===== src/hw/hdlc_fifo_defines.svh =====
// Offsets, field positions, levels and reset values of the HDLC FIFO status block
`ifndef HDLC_FIFO_DEFINES_SVH
`define HDLC_FIFO_DEFINES_SVH
`define ADDR_W 5
`define OFS_IRQ_STATUS 5'h17
`define OFS_DIAG_STATUS 5'h1C
`define OFS_LEVEL_SEL 5'h1D
`define OFS_THRESH_SEL 5'h1E
`define RX_SEL_LSB 4
`define TX_SEL_LSB 0
`define SEL_W 3
`define SEL_REG_MASK 8'h77
`define SEL_REG_RESET 8'h00
`define DIAG_RX_CLK_BIT 3
`define DIAG_TX_CLK_BIT 2
`define DIAG_CRC_BIT 1
`define DIAG_ADDR_BIT 0
`define IRQ_TX_LOW_BIT 3
`define IRQ_RX_FULL_BIT 1
`define IRQ_RX_OVFL_BIT 0
`define FIFO_DEPTH 8'h80
`define CNT_W 8
`define FULL_LEVEL_STEP 8'h10
`define RX_IRQ_BASE 8'h40
`define TX_IRQ_BASE 8'h08
`define IRQ_STEP 8'h08
`define RX_ST_EMPTY 2'h0
`define RX_ST_BELOW 2'h1
`define RX_ST_FULL 2'h2
`define RX_ST_IRQ 2'h3
`endif


===== src/hw/hdlc_fifo_pkg.sv =====
// Types shared by the HDLC FIFO status block
`include "hdlc_fifo_defines.svh"
package hdlc_fifo_pkg;
	typedef struct packed {
		logic cs;
		logic rd;
		logic wr;
		logic [`ADDR_W-1:0] addr;
		logic [7:0] wdata;
	} bus_req_t;

	typedef struct packed {
		logic push;
		logic pop;
	} fifo_evt_t;

	typedef struct packed {
		logic [`CNT_W-1:0] count;
	} occ_state_t;

	typedef struct packed {
		logic [7:0] level_sel;
		logic [7:0] thresh_sel;
		logic [7:0] rdata;
		logic rx_fill_irq_flag;
		logic tx_drain_irq_flag;
		logic rx_overrun_flag;
		logic rx_blocked;
	} ctl_state_t;
endpackage : hdlc_fifo_pkg


===== src/hw/hdlc_fifo_threshold_and_test_status.sv =====
// HDLC FIFO level selection, status, interrupt flags and diagnostic status
`timescale 1ns/1ps
`default_nettype none
`include "hdlc_fifo_defines.svh"
module hdlc_fifo_threshold_and_test_status
	import hdlc_fifo_pkg::*;
(
	input wire logic mclk_i,
	input wire logic rst_b_i,
	input wire bus_req_t bus_req_i,
	output logic [7:0] bus_rdata_o,
	input wire fifo_evt_t rx_evt_i,
	input wire fifo_evt_t tx_evt_i,
	input wire logic rx_flag_seen_i,
	input wire logic receiver_enable_bit_i,
	input wire logic transmitter_enable_bit_i,
	input wire logic rx_bit_clock_probe_i,
	input wire logic tx_bit_clock_probe_i,
	input wire logic crc_ok_i,
	input wire logic addr_match_i,
	output logic [1:0] rx_fifo_state_o,
	output logic tx_fifo_full_o,
	output logic rx_fifo_full_o,
	output logic rx_write_accept_o,
	output logic rx_fill_irq_flag_o,
	output logic tx_drain_irq_flag_o,
	output logic rx_overrun_flag_o
);
	ctl_state_t st_q;
	ctl_state_t st_d;
	fifo_evt_t rx_evt;
	logic [`CNT_W-1:0] rx_count;
	logic [`CNT_W-1:0] tx_count;
	logic rx_full;
	logic rx_empty;
	logic tx_empty;
	logic [`SEL_W-1:0] rx_full_level_sel;
	logic [`SEL_W-1:0] tx_full_level_sel;
	logic [`SEL_W-1:0] rx_full_irq_sel;
	logic [`SEL_W-1:0] tx_low_irq_sel;
	logic [`CNT_W-1:0] rx_full_level;
	logic [`CNT_W-1:0] tx_full_level;
	logic [`CNT_W-1:0] rx_irq_level;
	logic [`CNT_W-1:0] tx_irq_level;
	logic [7:0] diag;
	logic [7:0] irq_status;
	logic rx_overrun_evt;
	logic rx_fill_evt;
	logic tx_drain_evt;
	logic rd_acc;
	logic wr_acc;
	logic irq_read;
	logic rx_fifo_state_hi;
	logic rx_fifo_state_lo;

	assign rx_full_level_sel = st_q.level_sel[`RX_SEL_LSB +: `SEL_W];
	assign tx_full_level_sel = st_q.level_sel[`TX_SEL_LSB +: `SEL_W];
	assign rx_full_irq_sel = st_q.thresh_sel[`RX_SEL_LSB +: `SEL_W];
	assign tx_low_irq_sel = st_q.thresh_sel[`TX_SEL_LSB +: `SEL_W];
	assign rx_full_level = (8'({5'h00, rx_full_level_sel}) + 8'h01) * `FULL_LEVEL_STEP;
	assign tx_full_level = (8'({5'h00, tx_full_level_sel}) + 8'h01) * `FULL_LEVEL_STEP;
	assign rx_irq_level = `RX_IRQ_BASE + 8'({5'h00, rx_full_irq_sel}) * `IRQ_STEP;
	assign tx_irq_level = `TX_IRQ_BASE + 8'({5'h00, tx_low_irq_sel}) * `IRQ_STEP;

	// Receive writes are refused while the receiver is blocked after an overrun
	assign rx_write_accept_o = ~st_q.rx_blocked;
	assign rx_evt.push = rx_evt_i.push & ~st_q.rx_blocked;
	assign rx_evt.pop = rx_evt_i.pop;

	fifo_occupancy u_rx_occ (
		.mclk_i(mclk_i),
		.rst_b_i(rst_b_i),
		.evt_i(rx_evt),
		.count_o(rx_count),
		.full_o(rx_full),
		.empty_o(rx_empty)
	);

	fifo_occupancy u_tx_occ (
		.mclk_i(mclk_i),
		.rst_b_i(rst_b_i),
		.evt_i(tx_evt_i),
		.count_o(tx_count),
		.full_o(),
		.empty_o(tx_empty)
	);

	assign rx_overrun_evt = rx_evt.push & ~rx_evt.pop & rx_full;
	// Crossing events use the count before the change, so each crossing fires once
	assign rx_fill_evt = rx_evt.push & ~rx_evt.pop & ~rx_full & (rx_count == rx_irq_level);
	assign tx_drain_evt = tx_evt_i.pop & ~tx_evt_i.push & ~tx_empty & (tx_count == tx_irq_level);

	assign rx_fifo_state_hi = (rx_count >= rx_full_level) | (rx_count >= rx_irq_level);
	assign rx_fifo_state_lo = ~rx_empty & ((rx_count >= rx_irq_level) | (rx_count < rx_full_level));
	assign rx_fifo_state_o = {rx_fifo_state_hi, rx_fifo_state_lo};
	assign rx_fifo_full_o = rx_fifo_state_hi;
	assign tx_fifo_full_o = (tx_count >= tx_full_level);

	assign diag = {4'h0,
		rx_bit_clock_probe_i & receiver_enable_bit_i,
		tx_bit_clock_probe_i & transmitter_enable_bit_i,
		crc_ok_i,
		addr_match_i};
	assign irq_status = {4'h0, st_q.tx_drain_irq_flag, 1'b0, st_q.rx_fill_irq_flag,
		st_q.rx_overrun_flag};

	assign rd_acc = bus_req_i.cs & bus_req_i.rd;
	assign wr_acc = bus_req_i.cs & bus_req_i.wr & ~bus_req_i.rd;
	assign irq_read = rd_acc & (bus_req_i.addr == `OFS_IRQ_STATUS);

	always_comb begin
		st_d = st_q;
		if (wr_acc && bus_req_i.addr == `OFS_LEVEL_SEL) begin
			st_d.level_sel = bus_req_i.wdata & `SEL_REG_MASK;
		end
		if (wr_acc && bus_req_i.addr == `OFS_THRESH_SEL) begin
			st_d.thresh_sel = bus_req_i.wdata & `SEL_REG_MASK;
		end
		if (rd_acc) begin
			unique case (bus_req_i.addr)
				`OFS_IRQ_STATUS: st_d.rdata = irq_status;
				`OFS_DIAG_STATUS: st_d.rdata = diag;
				`OFS_LEVEL_SEL: st_d.rdata = st_q.level_sel;
				`OFS_THRESH_SEL: st_d.rdata = st_q.thresh_sel;
				default: st_d.rdata = 8'h00;
			endcase
		end
		// A set in the same cycle as the clearing read wins
		st_d.rx_fill_irq_flag = rx_fill_evt | (st_q.rx_fill_irq_flag & ~irq_read);
		st_d.tx_drain_irq_flag = tx_drain_evt | (st_q.tx_drain_irq_flag & ~irq_read);
		st_d.rx_overrun_flag = rx_overrun_evt | (st_q.rx_overrun_flag & ~irq_read);
		st_d.rx_blocked = rx_overrun_evt | (st_q.rx_blocked & ~rx_flag_seen_i);
	end

	always_ff @(posedge mclk_i or negedge rst_b_i) begin
		if (!rst_b_i) begin
			st_q <= '0;
		end else begin
			st_q <= st_d;
		end
	end

	assign bus_rdata_o = st_q.rdata;
	assign rx_fill_irq_flag_o = st_q.rx_fill_irq_flag;
	assign tx_drain_irq_flag_o = st_q.tx_drain_irq_flag;
	assign rx_overrun_flag_o = st_q.rx_overrun_flag;
endmodule : hdlc_fifo_threshold_and_test_status
`default_nettype wire


===== src/hw/fifo_occupancy.sv =====
// Byte occupancy counter for one 128-byte FIFO
`timescale 1ns/1ps
`default_nettype none
`include "hdlc_fifo_defines.svh"
module fifo_occupancy
	import hdlc_fifo_pkg::*;
(
	input wire logic mclk_i,
	input wire logic rst_b_i,
	input wire fifo_evt_t evt_i,
	output logic [`CNT_W-1:0] count_o,
	output logic full_o,
	output logic empty_o
);
	occ_state_t st_q;
	occ_state_t st_d;
	logic do_push;
	logic do_pop;

	assign full_o = (st_q.count == `FIFO_DEPTH);
	assign empty_o = (st_q.count == 8'h00);
	assign count_o = st_q.count;
	// Pushes on a full FIFO and pops on an empty one are dropped
	assign do_push = evt_i.push & ~full_o;
	assign do_pop = evt_i.pop & ~empty_o;

	always_comb begin
		st_d = st_q;
		if (do_push && !do_pop) begin
			st_d.count = st_q.count + 8'h01;
		end else if (do_pop && !do_push) begin
			st_d.count = st_q.count - 8'h01;
		end
	end

	always_ff @(posedge mclk_i or negedge rst_b_i) begin
		if (!rst_b_i) begin
			st_q <= '0;
		end else begin
			st_q <= st_d;
		end
	end
endmodule : fifo_occupancy
`default_nettype wire


===== config.mk =====
export PLATFORM = sky130hd
export DESIGN_NAME = hdlc_fifo_threshold_and_test_status
export DESIGN_NICKNAME = d
export VERILOG_FILES = /design/src/hw/hdlc_fifo_pkg.sv /design/src/hw/hdlc_fifo_threshold_and_test_status.sv /design/src/hw/fifo_occupancy.sv
export VERILOG_INCLUDE_DIRS = /design/src /design/src/hw
export SDC_FILE = /design/constraint.sdc
export NUM_CORES = 1
export LEC_CHECK = 0
export BUFFER_PORTS_ARGS = -buffer_cell sky130_fd_sc_hd__buf_2
export CORE_ASPECT_RATIO = 1.75
export CORE_MARGIN = 2
export CORE_UTILIZATION = 55
export CTS_CLUSTER_DIAMETER = 150
export CTS_CLUSTER_SIZE = 40
export DETAILED_ROUTE_END_ITERATION = 6
export GPL_TIMING_DRIVEN = 1
export MAX_ROUTING_LAYER = met4
export PLACE_DENSITY = 0.78
export SLEW_MARGIN = 20
export SYNTH_ARGS = -nofsm -noshare
export SYNTH_HDL_FRONTEND = slang
export SYNTH_SLANG_ARGS = --single-unit

===== constraint.sdc =====
create_clock -name mclk_i -period 4.01 [get_ports mclk_i]
set_clock_uncertainty 0.1 [all_clocks]
set_input_delay 0.2005 -clock mclk_i [delete_from_list [all_inputs] [get_ports mclk_i]]
set_output_delay 0.2005 -clock mclk_i [all_outputs]
set_load 0.02 [all_outputs]

==> summary.txt <==
Logic synthesis
  • EDFF count, synth: 0
  • Synth area leader: dfrtp_1
  • Flops & latches, synth: 39
  • Synth unique cells: 47
  • Register area share after synthesis: 35.3%
  • Avg Cell Area, Syn: 9.47 sq um
  • Post-synth ARST share: 100%
  • Cell Area, Synth: 0.00277 sq mm
  • Mapped Cells: 292
  • Post-synth top flop: dfrtp_1
  • Yosys warning count: 0
  • Syn nets: 351
  • Synth top cells by count: dfrtp_1 (39), nand2_1 (39), ha_1 (28)
  • Synth area leaders: dfrtp_1 (35%), ha_1 (13%), mux2_2 (5.7%)
  • Share of Yosys cell area claimed by the top area cell type: 35.3%

Die
  • Die area: 0.00564 sq mm
  • Chip height: 97.8 um
  • I/O pins: 45
  • # rows: 34
  • Core area: 0.00489 sq mm
  • Starting Density: 56.5%
  • Die X-Extent: 57.6 um

Global routing
  • Vias in the first global route: 2083
  • First-pass GRT wire length: 9220 um
  • Total grt overflow: 0
  • Largest net degree at the start of global routing: 40
  • All-layer global routing usage: 21.4%
  • Initial antenna violation count: 0

Setup path
  • Data required, critical path: 4.10 ns
  • Worst-path fanout max: 8
  • Setup Crit Path Kind: flop to flop
  • Slowest cell on the critical path: dfrtp_1
  • Critical path arrival: 3.63 ns
  • Worst Setup Start Kind: flop
  • Worst path max stage delay: 0.46 ns
  • Crit path cell chain: nor3_1 -> nand2_1 -> or4_1 -> o21ai_0 -> ha_1 -> inv_1 -> ha_1 -> nand2_1 -> nor3_2 -> nor2_1 -> or3_1 -> a32o_1
  • Crit. End Element: flop

Clock tree
  • CTS Buf Count: 5
  • CTS Root Cell: clkbuf_8
  • Clock Path Buffers: 2
  • H-tree Lvls: 2
  • Total clock sinks: 39
  • Post-CTS Setup Repair Bufs: 0
  • Clk_lat worst skew: 0.30 ns
  • CTS tree: done
  • CTS clk-pin slew, worst paths: 0.08 ns

Drt
  • Max Used Layer: met4
  • Routed Antenna Nets: 0
  • M1 WL: 2200 um
  • Final WL: 5420 um
  • Pre-antenna DRT Iters: 4
  • Met3 Wirelength: 176 um
  • Initial DRC count: 60
  • Drt via density: 5.63
  • Number of remaining DRC errors: 0
  • Met2 routed WL: 2910 um
  • Post-DR wirelength/cell: 14.1 um
  • Vias: 2161

STA
  • Max frequency: 0.283 GHz
  • Setup WS post-layout: 0.470 ns
  • Setup TNS: 0 ns
  • Relative slew slack: 43.2%
  • Hold Slack: 0.0398 ns
  • Final Max Tran Viols: 0
  • Setup-failing EPs final: 0
  • Slew @ Worst Pin: 0.852 ns
  • Period minus WS final: 3.54 ns
  • Period utilization: 88.3%
  • RSZ-0062 raised after global routing: false
  • Hold Fails Final Rpt: 0

Power and ir drop
  • Leakage power: 1.45 nW
  • Power, Total: 1.95 mW
  • Pwr/cell area: 636 mW/mm^2
  • Max VDD drop: 0.000553 V

Place
  • Setup WS pre-CTS: 0.480 ns
  • I/O Buffers: 41
  • Global placer's final weighted congestion: 0.841
  • Post-DP HPWL: 4340 um

Final layout
  • Layout net count: 388
  • Share of post-route cells with drive strength above 1: 22.1%
  • Antenna cell count: 0
  • Final Core Density: 62.6%
  • Layout area overhead: 10.7%

Status
  • Status: completed

Worst hold path
  • Hold Crit Class: input pin to flop

Flow run
  • Maximum capacitance violations: 0
[final timing paths]
| path | end | start | slack [ns] | depth (start not counted) |
|---|---|---|---|---|
| worst max-delay path | u_rx_occ.count_o[7] | u_rx_occ.count_o[0] | 0.47 | 12 |
| worst min-delay path | rx_full_level_sel[0] | bus_req_i[4] | 0.04 | 2 |
| worst max register to register | u_rx_occ.count_o[7] | u_rx_occ.count_o[0] | 0.47 | 12 |
| worst min register to register | bus_rdata_o[6] | bus_rdata_o[6] | 0.40 | 1 |
| max in group asynchronous | tx_drain_irq_flag_o | rst_b_i | 2.83 | 2 |
| min in group asynchronous | u_tx_occ.count_o[6] | rst_b_i | 0.44 | 2 |
[layout make-up]
type	count	area (sq um)
clock buffer	5	68.8
clock inverter	3	20.0
fill	434	1830
inverter	20	75.1
multi-input combinational	220	1630
sequential	39	976
tap	54	67.6
timing repair buffer	43	225
[timing repair]
action | in CTS | in global routing
hold endpoints to repair | 40 | 0
endpoints found under the setup margin | 0 | 0
resized for setup | 0 | 0
hold buffers | 2 | 0
[layout by cell type, fill, tap and decap left out, types with 10 or more instances in the layout]
master / Yosys / layout
xnor2_1: 15 / 15
ha_1: 28 / 28
mux2_2: 14 / 14
inv_1: 20 / 20
o21ai_0: 24 / 24
nand2_1: 39 / 39
buf_2: 0 / 41
a22o_1: 10 / 10
dfrtp_1: 39 / 39
a21oi_1: 18 / 18
[where the power goes]
group / switching, mW / internal, mW
combinational: 0.555 / 0.476
sequential: 0.152 / 0.496
clock: 0.148 / 0.121
[critical path, delay by kind of cell, from the launching register on]
kind	cells	cell delay [ns]
and+or+nand+nor	7	1.58
AOI/OAI and AO/OA	2	0.42
buffers and inverters	1	0.19
DFF	1	0.46
adders and majority gates	2	0.68
[flip-flops by register name, indices dropped and copies added (netlist names)]
name                 flops
tx_drain_irq_flag_o      1
rx_full_level_sel        3
rx_overrun_flag_o        1
st_q                     7
rx_fill_irq_flag_o       1
u_rx_occ.count_o         8
u_tx_occ.count_o         8
bus_rdata_o              7
rx_full_irq_sel          3
[through the flow]
stage,cells,area [sq um]
after floorplan,292,2770
after global placement,374,2950
after detailed placement,374,2950
after CTS,384,3060
after global routing,384,3060
final,384,3060
[kinds of logic after synthesis]
| family | count (synthesis) | share of synthesized area, % |
|---|---|---|
| simple gates | 79 | 14.1 |
| compound gates | 75 | 18.2 |
| flops | 39 | 35.3 |
| buf+inv | 33 | 5.83 |
| fa+ha+maj | 30 | 14.1 |
| xor+xnor | 21 | 6.65 |
| mux | 14 | 5.70 |
| other cells | 1 | 0.136 |
[layer usage]
layer / track usage [%] / up-vias
met4: 8.94 / 0
met1: 23.3 / 1003
li1: - / 1118
met5: - / -
met3: 3.58 / 7
met2: 37.3 / 33
(Power assumes the default switching activity.)
